File: src/tccd_pkg.sv
// package: register map, field positions and timing constants of the cc detection block
package tccd_pkg;
    localparam logic [6:0] DEV_ADDR = 7'h22;
    localparam logic [7:0] OFS_SWITCH = 8'h02;
    localparam logic [7:0] OFS_TXSEL = 8'h03;
    localparam logic [7:0] OFS_MEASURE = 8'h04;
    localparam logic [7:0] OFS_PORTCTL = 8'h06;
    localparam logic [7:0] OFS_DETCTL = 8'h08;
    localparam logic [7:0] OFS_RESET = 8'h0c;
    localparam logic [7:0] OFS_TOGSTAT = 8'h3d;
    localparam logic [7:0] OFS_LVLSTAT = 8'h40;
    localparam logic [7:0] OFS_EVENTS = 8'h42;
    localparam logic [7:0] RST_SWITCH = 8'h03;
    localparam logic [7:0] RST_TXSEL = 8'h00;
    localparam logic [7:0] RST_MEASURE = 8'h31;
    localparam logic [7:0] RST_PORTCTL = 8'h04;
    localparam logic [7:0] RST_DETCTL = 8'h04;
    localparam int SW_PDN1 = 0;
    localparam int SW_PDN2 = 1;
    localparam int SW_MEAS1 = 2;
    localparam int SW_MEAS2 = 3;
    localparam int SW_VC1 = 4;
    localparam int SW_VC2 = 5;
    localparam int SW_PU1 = 6;
    localparam int SW_PU2 = 7;
    localparam int MEAS_ON_SUPPLY = 6;
    localparam int RST_CHIP = 0;
    localparam int RST_PROTO = 1;
    localparam int EV_COARSE = 0;
    localparam int EV_COMP = 1;
    localparam int EV_SUPPLY = 2;
    localparam int EV_TOGDONE = 3;
    localparam logic [1:0] MODE_DRP = 2'b01;
    localparam logic [1:0] MODE_SNK = 2'b10;
    localparam logic [1:0] MODE_SRC = 2'b11;
    localparam logic [1:0] TERM_OPEN = 2'h0;
    localparam logic [1:0] TERM_RD = 2'h1;
    localparam logic [1:0] TERM_RA = 2'h2;
    localparam logic [1:0] TERM_RP = 2'h3;
    localparam logic [2:0] TOG_BUSY = 3'h0;
    localparam logic [2:0] TOG_SRC_L1 = 3'h1;
    localparam logic [2:0] TOG_SRC_L2 = 3'h2;
    localparam logic [2:0] TOG_SNK_L1 = 3'h5;
    localparam logic [2:0] TOG_SNK_L2 = 3'h6;
    localparam logic [2:0] TOG_AUDIO = 3'h7;
    localparam int CLK_NS = 50;
    localparam int TICK_NS = 10000;
    localparam int TICK_CYC = (TICK_NS + CLK_NS - 1) / CLK_NS;
    localparam logic [7:0] PHASE_BASE_TICKS = 8'h05;
    typedef enum logic [3:0] {
        TG_IDLE = 4'b0001,
        TG_SRC = 4'b0010,
        TG_SNK = 4'b0100,
        TG_DONE = 4'b1000
    } tccd_tog_t;
    typedef enum logic [4:0] {
        IS_IDLE = 5'b00001,
        IS_DEV = 5'b00010,
        IS_PTR = 5'b00100,
        IS_WDATA = 5'b01000,
        IS_RDATA = 5'b10000
    } tccd_i2c_t;
endpackage : tccd_pkg

File: src/tccd_top.sv
// cc detection control: i2c register slave, switch matrix, comparator status, drp toggle
`timescale 1ns/1ps
`default_nettype none
// Overview of operation
// - power-up reset loads every register with its default value.
// - chip soft reset bit performs a reset equal to power-up.
// - protocol reset bit resets all power delivery logic.
// - switch bits 4 and 5 connect cable supply to line 1 and 2.
// - switch bits 2 and 3 route line 1 and 2 to sensing.
// - transmit select bits 0 and 1 pick the line carrying outgoing messages.
// - switch bits 6 and 7 enable source pull-ups on line 1 and 2.
// - switch bits 0 and 1 enable sink pull-downs on line 1 and 2.
// - coarse level change raises its event; level shown in status bits 1:0.
// - dac threshold from measure bits 5:0; result bit 5; change raises event.
// - measure bit 6 applies the dac comparator to the supply rail.
// - supply valid comparator reported in status; change raises its event.
// - detection control bit 0 runs automatic detection driving pull and sense switches itself.
// - detection bits 2:1 select role; 2'b10 is sink only.
// - toggle completion raises done event and encodes outcome in 0x3d bits 5:3.
// - sink meaning of coarse level, dac compare and supply valid.
// - source current field 0x06 bits 3:2 drives the advertised current.
// - as source, dac compare 0 means sink attached, 1 detached.
// - dual role alternates source and sink with software-set timing.
module tccd_top (
    input wire logic CLK_IN,
    input wire logic RST_N_IN,
    input wire logic SCL_IN,
    input wire logic SDA_IN,
    output logic SDA_OUT,
    output logic SDA_OE_OUT,
    input wire logic [1:0] COARSE_LEVEL_IN,
    input wire logic DAC_COMPARE_IN,
    input wire logic SUPPLY_VALID_IN,
    input wire logic [1:0] LINE1_TERM_IN,
    input wire logic [1:0] LINE2_TERM_IN,
    output logic CABLE_SUPPLY_LINE1_OUT,
    output logic CABLE_SUPPLY_LINE2_OUT,
    output logic SENSE_LINE1_OUT,
    output logic SENSE_LINE2_OUT,
    output logic TRANSMIT_ON_LINE1_OUT,
    output logic TRANSMIT_ON_LINE2_OUT,
    output logic SOURCE_PULLUP_LINE1_OUT,
    output logic SOURCE_PULLUP_LINE2_OUT,
    output logic SINK_PULLDOWN_LINE1_OUT,
    output logic SINK_PULLDOWN_LINE2_OUT,
    output logic [5:0] DAC_THRESHOLD_CODE_OUT,
    output logic DAC_ON_SUPPLY_RAIL_OUT,
    output logic [1:0] ADVERTISED_SOURCE_CURRENT_OUT,
    output logic PROTOCOL_LOGIC_RESET_OUT
);
    logic [1:0] scl_sync_ff, sda_sync_ff;
    logic scl_q_ff, sda_q_ff;
    logic [5:0] ana_meta_ff, ana_ff, ana_q_ff;
    logic [3:0] term_meta_ff, term_ff;
    logic soft_rst_ff;
    logic rst_all;
    logic [7:0] switch_ff, txsel_ff, measure_ff, portctl_ff, detctl_ff, events_ff;
    tccd_pkg::tccd_i2c_t i2c_st_ff;
    logic [3:0] bit_cnt_ff;
    logic [7:0] shift_ff, ptr_ff, rd_byte_ff;
    logic ack_ph_ff, rd_mode_ff, oe_ff;
    logic wr_stb_ff;
    logic [7:0] wr_addr_ff, wr_data_ff;
    tccd_pkg::tccd_tog_t tog_st_ff;
    logic [2:0] tog_code_ff;
    logic [7:0] tick_cnt_ff, phase_cnt_ff;
    logic tog_done_ev;
    logic scl_rise, scl_fall, i2c_start, i2c_stop;
    logic auto_en;
    logic [1:0] mode;
    logic [7:0] rd_now;

    function automatic logic [7:0] reg_read(input logic [7:0] a, input logic [7:0] sw,
        input logic [7:0] tx, input logic [7:0] ms, input logic [7:0] pc,
        input logic [7:0] dc, input logic [2:0] tc, input logic [5:0] an,
        input logic [7:0] ev);
        logic [7:0] d;
        d = 8'h00;
        unique case (a)
            tccd_pkg::OFS_SWITCH: d = sw;
            tccd_pkg::OFS_TXSEL: d = tx;
            tccd_pkg::OFS_MEASURE: d = ms;
            tccd_pkg::OFS_PORTCTL: d = pc;
            tccd_pkg::OFS_DETCTL: d = dc;
            tccd_pkg::OFS_TOGSTAT: d = {2'h0, tc, 3'h0};
            tccd_pkg::OFS_LVLSTAT: d = {an[3], 1'b0, an[2], 3'h0, an[1:0]};
            tccd_pkg::OFS_EVENTS: d = ev;
            default: d = 8'h00;
        endcase
        return d;
    endfunction : reg_read

    // pins and analog comparator levels are asynchronous: two flops before use
    always_ff @(posedge CLK_IN) begin
        scl_sync_ff <= {scl_sync_ff[0], SCL_IN};
        sda_sync_ff <= {sda_sync_ff[0], SDA_IN};
        scl_q_ff <= scl_sync_ff[1];
        sda_q_ff <= sda_sync_ff[1];
        ana_meta_ff <= {SUPPLY_VALID_IN, DAC_COMPARE_IN, 2'h0, COARSE_LEVEL_IN};
        ana_ff <= {ana_meta_ff[5:4], ana_meta_ff[5], ana_meta_ff[4], ana_meta_ff[1:0]};
        term_meta_ff <= {LINE2_TERM_IN, LINE1_TERM_IN};
        term_ff <= term_meta_ff;
    end

    assign scl_rise = scl_sync_ff[1] & ~scl_q_ff;
    assign scl_fall = ~scl_sync_ff[1] & scl_q_ff;
    assign i2c_start = scl_sync_ff[1] & scl_q_ff & sda_q_ff & ~sda_sync_ff[1];
    assign i2c_stop = scl_sync_ff[1] & scl_q_ff & ~sda_q_ff & sda_sync_ff[1];
    assign rst_all = ~RST_N_IN | soft_rst_ff;
    assign auto_en = detctl_ff[0];
    assign mode = detctl_ff[2:1];
    // a function result cannot be bit-selected, so the read byte gets its own net
    assign rd_now = reg_read(ptr_ff, switch_ff, txsel_ff, measure_ff, portctl_ff, detctl_ff,
        tog_code_ff, ana_q_ff, events_ff);

    // only the pin reset clears the soft reset pulse, so it lasts exactly one cycle
    always_ff @(posedge CLK_IN) begin
        if (!RST_N_IN) begin
            soft_rst_ff <= 1'b0;
            PROTOCOL_LOGIC_RESET_OUT <= 1'b0;
        end else begin
            soft_rst_ff <= wr_stb_ff & (wr_addr_ff == tccd_pkg::OFS_RESET)
                & wr_data_ff[tccd_pkg::RST_CHIP];
            PROTOCOL_LOGIC_RESET_OUT <= soft_rst_ff | (wr_stb_ff
                & (wr_addr_ff == tccd_pkg::OFS_RESET) & wr_data_ff[tccd_pkg::RST_PROTO]);
        end
    end

    // i2c slave: 7-bit address, pointer byte, auto-incrementing data
    always_ff @(posedge CLK_IN) begin
        if (rst_all) begin
            i2c_st_ff <= tccd_pkg::IS_IDLE;
            bit_cnt_ff <= 4'h0;
            shift_ff <= 8'h00;
            ptr_ff <= 8'h00;
            rd_byte_ff <= 8'h00;
            ack_ph_ff <= 1'b0;
            rd_mode_ff <= 1'b0;
            oe_ff <= 1'b0;
            wr_stb_ff <= 1'b0;
            wr_addr_ff <= 8'h00;
            wr_data_ff <= 8'h00;
        end else begin
            wr_stb_ff <= 1'b0;
            if (i2c_start) begin
                i2c_st_ff <= tccd_pkg::IS_DEV;
                bit_cnt_ff <= 4'h0;
                ack_ph_ff <= 1'b0;
                oe_ff <= 1'b0;
            end else if (i2c_stop) begin
                i2c_st_ff <= tccd_pkg::IS_IDLE;
                oe_ff <= 1'b0;
            end else if (scl_rise && i2c_st_ff != tccd_pkg::IS_IDLE) begin
                if (!ack_ph_ff) begin
                    shift_ff <= {shift_ff[6:0], sda_sync_ff[1]};
                    bit_cnt_ff <= bit_cnt_ff + 4'h1;
                end else if (i2c_st_ff == tccd_pkg::IS_RDATA && sda_sync_ff[1]) begin
                    i2c_st_ff <= tccd_pkg::IS_IDLE; // master nack ends the read
                end
            end else if (scl_fall && i2c_st_ff != tccd_pkg::IS_IDLE) begin
                if (ack_ph_ff) begin
                    ack_ph_ff <= 1'b0;
                    bit_cnt_ff <= 4'h0;
                    oe_ff <= 1'b0;
                    if (i2c_st_ff == tccd_pkg::IS_DEV) begin
                        i2c_st_ff <= rd_mode_ff ? tccd_pkg::IS_RDATA : tccd_pkg::IS_PTR;
                    end
                    if (rd_mode_ff) begin
                        rd_byte_ff <= rd_now;
                        oe_ff <= ~rd_now[7];
                    end
                end else if (bit_cnt_ff == 4'h8) begin
                    ack_ph_ff <= 1'b1;
                    unique case (i2c_st_ff)
                        tccd_pkg::IS_DEV: begin
                            if (shift_ff[7:1] == tccd_pkg::DEV_ADDR) begin
                                oe_ff <= 1'b1;
                                rd_mode_ff <= shift_ff[0];
                            end else begin
                                i2c_st_ff <= tccd_pkg::IS_IDLE;
                            end
                        end
                        tccd_pkg::IS_PTR: begin
                            ptr_ff <= shift_ff;
                            oe_ff <= 1'b1;
                            i2c_st_ff <= tccd_pkg::IS_WDATA;
                        end
                        tccd_pkg::IS_WDATA: begin
                            wr_stb_ff <= 1'b1;
                            wr_addr_ff <= ptr_ff;
                            wr_data_ff <= shift_ff;
                            ptr_ff <= ptr_ff + 8'h01;
                            oe_ff <= 1'b1;
                        end
                        default: begin
                            ptr_ff <= ptr_ff + 8'h01;
                            oe_ff <= 1'b0;
                        end
                    endcase
                end else if (i2c_st_ff == tccd_pkg::IS_RDATA) begin
                    oe_ff <= ~rd_byte_ff[3'h7 - bit_cnt_ff[2:0]];
                end
            end
        end
    end

    // writable registers; a hardware event wins over a same-cycle clear
    always_ff @(posedge CLK_IN) begin
        if (rst_all) begin
            switch_ff <= tccd_pkg::RST_SWITCH;
            txsel_ff <= tccd_pkg::RST_TXSEL;
            measure_ff <= tccd_pkg::RST_MEASURE;
            portctl_ff <= tccd_pkg::RST_PORTCTL;
            detctl_ff <= tccd_pkg::RST_DETCTL;
            events_ff <= 8'h00;
            ana_q_ff <= 6'h00;
        end else begin
            ana_q_ff <= ana_ff;
            if (wr_stb_ff) begin
                unique case (wr_addr_ff)
                    tccd_pkg::OFS_SWITCH: switch_ff <= wr_data_ff;
                    tccd_pkg::OFS_TXSEL: txsel_ff <= wr_data_ff;
                    tccd_pkg::OFS_MEASURE: measure_ff <= wr_data_ff;
                    tccd_pkg::OFS_PORTCTL: portctl_ff <= wr_data_ff;
                    tccd_pkg::OFS_DETCTL: detctl_ff <= wr_data_ff;
                    default: ;
                endcase
            end
            events_ff <= (events_ff & ~((wr_stb_ff && wr_addr_ff == tccd_pkg::OFS_EVENTS)
                ? wr_data_ff : 8'h00))
                | {4'h0, tog_done_ev, ana_ff[3] ^ ana_q_ff[3],
                   ana_ff[2] ^ ana_q_ff[2], |(ana_ff[1:0] ^ ana_q_ff[1:0])};
        end
    end

    // toggle timing: 10 us ticks, phase = (detctl[7:6]+1) * base ticks
    always_ff @(posedge CLK_IN) begin
        if (rst_all || tog_st_ff != tccd_pkg::TG_SRC && tog_st_ff != tccd_pkg::TG_SNK) begin
            tick_cnt_ff <= 8'h00;
            phase_cnt_ff <= 8'h00;
        end else if (tick_cnt_ff == 8'(tccd_pkg::TICK_CYC - 1)) begin
            tick_cnt_ff <= 8'h00;
            phase_cnt_ff <= (phase_cnt_ff == 8'({2'h0, detctl_ff[7:6]} + 4'h1)
                * tccd_pkg::PHASE_BASE_TICKS - 8'h01) ? 8'h00 : phase_cnt_ff + 8'h01;
        end else begin
            tick_cnt_ff <= tick_cnt_ff + 8'h01;
        end
    end

    logic phase_end;
    assign phase_end = tick_cnt_ff == 8'(tccd_pkg::TICK_CYC - 1)
        && phase_cnt_ff == 8'(({2'h0, detctl_ff[7:6]} + 4'h1) * tccd_pkg::PHASE_BASE_TICKS
        - 8'h01);
    assign tog_done_ev = tog_st_ff != tccd_pkg::TG_DONE && auto_en
        && ((tog_st_ff == tccd_pkg::TG_SRC && (term_ff[1:0] == tccd_pkg::TERM_RD
            || term_ff[3:2] == tccd_pkg::TERM_RD || term_ff == {2{tccd_pkg::TERM_RA}}))
        || (tog_st_ff == tccd_pkg::TG_SNK && (term_ff[1:0] == tccd_pkg::TERM_RP
            || term_ff[3:2] == tccd_pkg::TERM_RP)));

    always_ff @(posedge CLK_IN) begin
        if (rst_all) begin
            tog_st_ff <= tccd_pkg::TG_IDLE;
            tog_code_ff <= tccd_pkg::TOG_BUSY;
        end else if (!auto_en) begin
            tog_st_ff <= tccd_pkg::TG_IDLE;
            tog_code_ff <= tccd_pkg::TOG_BUSY;
        end else begin
            unique case (tog_st_ff)
                tccd_pkg::TG_IDLE: tog_st_ff <= (mode == tccd_pkg::MODE_SNK)
                    ? tccd_pkg::TG_SNK : tccd_pkg::TG_SRC;
                tccd_pkg::TG_SRC: begin
                    if (tog_done_ev) begin
                        tog_st_ff <= tccd_pkg::TG_DONE;
                        tog_code_ff <= (term_ff == {2{tccd_pkg::TERM_RA}}) ? tccd_pkg::TOG_AUDIO
                            : (term_ff[1:0] == tccd_pkg::TERM_RD) ? tccd_pkg::TOG_SRC_L1
                            : tccd_pkg::TOG_SRC_L2;
                    end else if (phase_end && mode == tccd_pkg::MODE_DRP) begin
                        tog_st_ff <= tccd_pkg::TG_SNK;
                    end
                end
                tccd_pkg::TG_SNK: begin
                    if (tog_done_ev) begin
                        tog_st_ff <= tccd_pkg::TG_DONE;
                        tog_code_ff <= (term_ff[1:0] == tccd_pkg::TERM_RP)
                            ? tccd_pkg::TOG_SNK_L1 : tccd_pkg::TOG_SNK_L2;
                    end else if (phase_end && mode == tccd_pkg::MODE_DRP) begin
                        tog_st_ff <= tccd_pkg::TG_SRC;
                    end
                end
                tccd_pkg::TG_DONE: tog_st_ff <= tccd_pkg::TG_DONE;
                default: tog_st_ff <= tccd_pkg::TG_IDLE;
            endcase
        end
    end

    // switch outputs: auto mode overrides pull and sense switches only
    always_ff @(posedge CLK_IN) begin
        if (rst_all) begin
            {SOURCE_PULLUP_LINE2_OUT, SOURCE_PULLUP_LINE1_OUT} <= 2'h0;
            {SINK_PULLDOWN_LINE2_OUT, SINK_PULLDOWN_LINE1_OUT} <= 2'h0;
            {SENSE_LINE2_OUT, SENSE_LINE1_OUT} <= 2'h0;
            {CABLE_SUPPLY_LINE2_OUT, CABLE_SUPPLY_LINE1_OUT} <= 2'h0;
            {TRANSMIT_ON_LINE2_OUT, TRANSMIT_ON_LINE1_OUT} <= 2'h0;
            DAC_THRESHOLD_CODE_OUT <= 6'h00;
            DAC_ON_SUPPLY_RAIL_OUT <= 1'b0;
            ADVERTISED_SOURCE_CURRENT_OUT <= 2'h0;
        end else begin
            if (auto_en) begin
                SOURCE_PULLUP_LINE1_OUT <= tog_st_ff == tccd_pkg::TG_SRC
                    || tog_st_ff == tccd_pkg::TG_DONE && !tog_code_ff[2];
                SOURCE_PULLUP_LINE2_OUT <= tog_st_ff == tccd_pkg::TG_SRC
                    || tog_st_ff == tccd_pkg::TG_DONE && !tog_code_ff[2];
                SINK_PULLDOWN_LINE1_OUT <= tog_st_ff == tccd_pkg::TG_SNK
                    || tog_st_ff == tccd_pkg::TG_DONE && tog_code_ff[2];
                SINK_PULLDOWN_LINE2_OUT <= tog_st_ff == tccd_pkg::TG_SNK
                    || tog_st_ff == tccd_pkg::TG_DONE && tog_code_ff[2];
                SENSE_LINE1_OUT <= tog_st_ff != tccd_pkg::TG_DONE || !tog_code_ff[1];
                SENSE_LINE2_OUT <= tog_st_ff != tccd_pkg::TG_DONE || tog_code_ff[1];
            end else begin
                SOURCE_PULLUP_LINE1_OUT <= switch_ff[tccd_pkg::SW_PU1];
                SOURCE_PULLUP_LINE2_OUT <= switch_ff[tccd_pkg::SW_PU2];
                SINK_PULLDOWN_LINE1_OUT <= switch_ff[tccd_pkg::SW_PDN1];
                SINK_PULLDOWN_LINE2_OUT <= switch_ff[tccd_pkg::SW_PDN2];
                SENSE_LINE1_OUT <= switch_ff[tccd_pkg::SW_MEAS1];
                SENSE_LINE2_OUT <= switch_ff[tccd_pkg::SW_MEAS2];
            end
            CABLE_SUPPLY_LINE1_OUT <= switch_ff[tccd_pkg::SW_VC1];
            CABLE_SUPPLY_LINE2_OUT <= switch_ff[tccd_pkg::SW_VC2];
            TRANSMIT_ON_LINE1_OUT <= txsel_ff[0];
            TRANSMIT_ON_LINE2_OUT <= txsel_ff[1];
            DAC_THRESHOLD_CODE_OUT <= measure_ff[5:0];
            DAC_ON_SUPPLY_RAIL_OUT <= measure_ff[tccd_pkg::MEAS_ON_SUPPLY];
            ADVERTISED_SOURCE_CURRENT_OUT <= portctl_ff[3:2];
        end
    end

    // open drain: data line only ever pulled low
    always_ff @(posedge CLK_IN) begin
        SDA_OUT <= 1'b0;
        SDA_OE_OUT <= rst_all ? 1'b0 : oe_ff;
    end
endmodule : tccd_top
`default_nettype wire

File: config.mk
export PLATFORM = sky130hd
export DESIGN_NAME = tccd_top
export DESIGN_NICKNAME = d
export VERILOG_FILES = /design/src/tccd_pkg.sv /design/src/tccd_top.sv
export SDC_FILE = /design/constraint.sdc
export NUM_CORES = 1
export LEC_CHECK = 0
export BUFFER_PORTS_ARGS = -buffer_cell sky130_fd_sc_hd__buf_2
export CAP_MARGIN = 40
export CORE_ASPECT_RATIO = 1.2
export CORE_MARGIN = 2
export CORE_UTILIZATION = 35
export DETAILED_ROUTE_END_ITERATION = 12
export PLACE_DENSITY = 0.58
export SYNTH_ARGS = -nofsm -noshare
export SYNTH_HDL_FRONTEND = slang
export SYNTH_SLANG_ARGS = --single-unit
export TNS_END_PERCENT = 1
File: constraint.sdc
create_clock -name CLK_IN -period 2.57 [get_ports CLK_IN]
set_clock_uncertainty 0.1 [all_clocks]
set_input_delay 0.1285 -clock CLK_IN [delete_from_list [all_inputs] [get_ports CLK_IN]]
set_output_delay 0.1285 -clock CLK_IN [all_outputs]
set_load 0.01 [all_outputs]
==> summary.md <==
| Metric | Value |
|---|---|
| Reg-to-reg slack, setup | 0.22 ns |
| Sequential share of the synthesized area | 46.1% |
| Critical Path Source Type | register |
| Post-synthesis area per instance | 9.19 um^2 |
| Num rows | 58 |
| Post-synth top area cell | dfxtp_1 |
| Drt drc | 0 |
| WP buf/inv | 1 |
| Routed Antenna Nets | 0 |
| Worst setup path startpoint | detctl_ff[6] |
| Worst-path clk slew | 0.07 ns |
| Fin Hold WS | 0.222 ns |
| CTS tree | done |
| Post-Route Setup TNS | 0 ns |
| I/O pins | 34 |
| Sink Count | 172 |
| Max_cap viols | 0 |
| Placer Congestion | 0.905 |
| Layout area overhead | 16.1% |
| Initial Util | 35.6% |
| Vias | 5883 |
| Data arrival, critical path | 2.56 ns |
| Clock tree buffer depth | 2 |
| Critical Path Max Stage Delay | 0.41 ns |
| Power per Cell Area | 617 nW/um^2 |
| GR Overflow Total | 0 |
| Post-synth EDFFs | 0 |
| GRT Total Usage | 16.6% |
| Detailed-placement wirelength estimate | 12600 um |
| Fmax | 0.426 GHz |
| Final wirelength | 17700 um |
| RSZ-0062 raised after global routing | false |
| Cell variety after synth | 74 |
| CP Max Fanout | 6 |
| Final setup violation count | 0 |
| Critical path class | register to register |
| Synth top area share | 46.1% |
| Most frequent cells in the layout | 172 x dfxtp_1, 112 x nor2_1, 75 x nand2_1 |
| Hold_sp | SCL_IN |
| FF-to-FF path depth | 8 |
| Die H | 164 um |
| Antenna Cells | 0 |
| Die Area | 22500 um^2 |
| Max-slew violations | 0 |
| Cells after Synth | 812 |
| Post-Syn Nets | 837 |
| DRT Pass-1 Iters | 5 |
| Worst Slack Setup Final | 0.221 ns |
| Commonest non-fill, non-tap cell in the layout | dfxtp_1 |
| CTS Root Cell | clkbuf_16 |
| Worst path cell trace | inv_1, ha_1, xnor2_1, o2111ai_1, nor4_1, and4b_1, mux2i_1, a211oi_2 |
| Worst min-delay path category | primary input to register |
| CP Depth | 8 |
| Worst relative slew slack | 49.6% |
| Worst setup EP type | register |
| CTS Buf Count | 17 |
| Number of port buffers | 32 |
| Layout cells sized above 1 | 13.7% |
| Nets | 886 |
| Pin count of the biggest net entering global routing | 37 |
| Vias per cell | 5.14 |
| Crit share post-route | 91.4% |
| Vias in the first global route | 5621 |
| Initial DRC count | 369 |
| Ys flop type | dfxtp_1 |
| Slowest-stage cell, CP | dfxtp_1 |
| Crit path max-delay family | simple AND/OR/NAND/NOR gates |
| Leak pwr | 0.00347 uW |
| Final Hold Violating Endpoints | 0 |
| YS warnings | 0 |
| Initial antenna violation count | 0 |
| Average wire per standard cell | 15.5 um |
| Hold Path Depth | 2 |
| Synth area leaders | dfxtp_1 46%, mux2i_1 8.6%, nor2_1 5.6% |
| Seq cells post-synth | 172 |
| Pre-CTS setup slack | 0.234 ns |
| Clk_lat worst skew | 0.44 ns |
| H-tree levels | 4 |
| Layout fillers | 2092 |
| Post-CTS sizing | 0 |
| Peak VDD IR | 0.460 mV |
| Min cycle time layout | 2.35 ns |
| Global-route wire length before repair | 29000 um |
| Tightest Pin Transition | 0.754 ns |
| Required time worst endpoint | 2.78 ns |
| Die span in x | 137 um |
| Core area | 21000 um^2 |
| Status | finished clean |
| Share of flip-flops with an asynchronous set or reset | 0% |
| Reg-to-reg startpoint | detctl_ff[6] |
| Area of the mapped netlist | 7460 um^2 |
cells in the mapped netlist (6+ instances only):
| cell type | n |
|---|---|
| a31oi_1 | 8 |
| a211oi_1 | 8 |
| nand2_1 | 75 |
| nor2_1 | 112 |
| nor3_1 | 6 |
| mux2i_1 | 64 |
| a22oi_1 | 9 |
| buf_2 | 12 |
| nand4_1 | 6 |
| inv_1 | 13 |
| dfxtp_1 | 172 |
| clkbuf_1 | 25 |
| xor2_1 | 15 |
| and3_1 | 12 |
| a21oi_1 | 38 |
| xnor2_1 | 12 |
| a22o_1 | 6 |
| o21ai_0 | 34 |
| nand3_1 | 23 |
| nor2b_1 | 13 |
| nand2b_1 | 10 |
| ha_1 | 13 |
| and2_1 | 20 |
where the power goes:
group / switching (uW) / total [uW] / internal, uW
combinational: 74.0 / 127 / 53.1
sequential: 25.7 / 2720 / 2700
clock: 1120 / 2490 / 1380
flip-flops by register name, summed over array words and instances, names as in the netlist, 5 cells and up:
register / cells
detctl_ff: 8
events_ff: 8
measure_ff: 8
phase_cnt_ff: 8
portctl_ff: 8
ptr_ff: 8
rd_byte_ff: 8
shift_ff: 8
switch_ff: 8
tick_cnt_ff: 8
txsel_ff: 8
wr_addr_ff: 8
wr_data_ff: 8
DAC_THRESHOLD_CODE_OUT: 6
i2c_st_ff: 5
logic make-up after synthesis:
family	Yosys count	share of synthesized area, %
xor+xnor	27	3.17
other cells	1	0.0503
fa+ha+maj	13	2.18
flops	172	46.1
mux	70	9.79
compound gates	149	13.2
simple gates	321	21.6
buf+inv	59	3.79
layout make-up:
type | instances | area, um^2 | area share, %
timing repair buffer | 75 | 510 | 5.89
clock inverter | 14 | 136 | 1.57
multi-input combinational | 581 | 3740 | 43.2
clock buffer | 18 | 439 | 5.07
sequential | 172 | 3440 | 39.8
inverter | 14 | 52.6 | 0.607
tap | 270 | 338 | 3.90
stage by stage:
| stage | power, uW | instances | util, % | instance area (um^2) |
|---|---|---|---|---|
| after floorplan | 2860 | 812 | - | 7460 |
| after global placement | 2900 | 1101 | 38.0 | 7980 |
| after detailed placement | 2900 | 1101 | 38.0 | 7980 |
| after CTS | 5400 | 1144 | 41.3 | 8660 |
| after global routing | 5550 | 1144 | 41.3 | 8660 |
| final | 5340 | 1144 | 41.3 | 8660 |
worst paths after layout:
kind	end
setup / recovery	tog_st_ff[1]
hold / removal	scl_sync_ff[0]
setup reg to reg	tog_st_ff[1]
hold reg to reg	ana_ff[2]
layer usage:
| layer | vias to the layer above | share of wire (%) | global-route usage (%) |
|---|---|---|---|
| met1 | 2803 | 46 | 21.1 |
| li1 | 2955 | - | - |
| met4 | 0 | 1.6 | 5.20 |
| met3 | 24 | 3.6 | 3.49 |
| met5 | - | 0 | 0 |
| met2 | 101 | 49 | 27.9 |
repair_timing:
item / CTS / global route
hold buffers: 11 / 0
setup endpoints to repair: 0 / 0
buffers inserted: 0 / 0
endpoints found under the hold margin: 12 / 0
(Power assumes the default switching activity.)
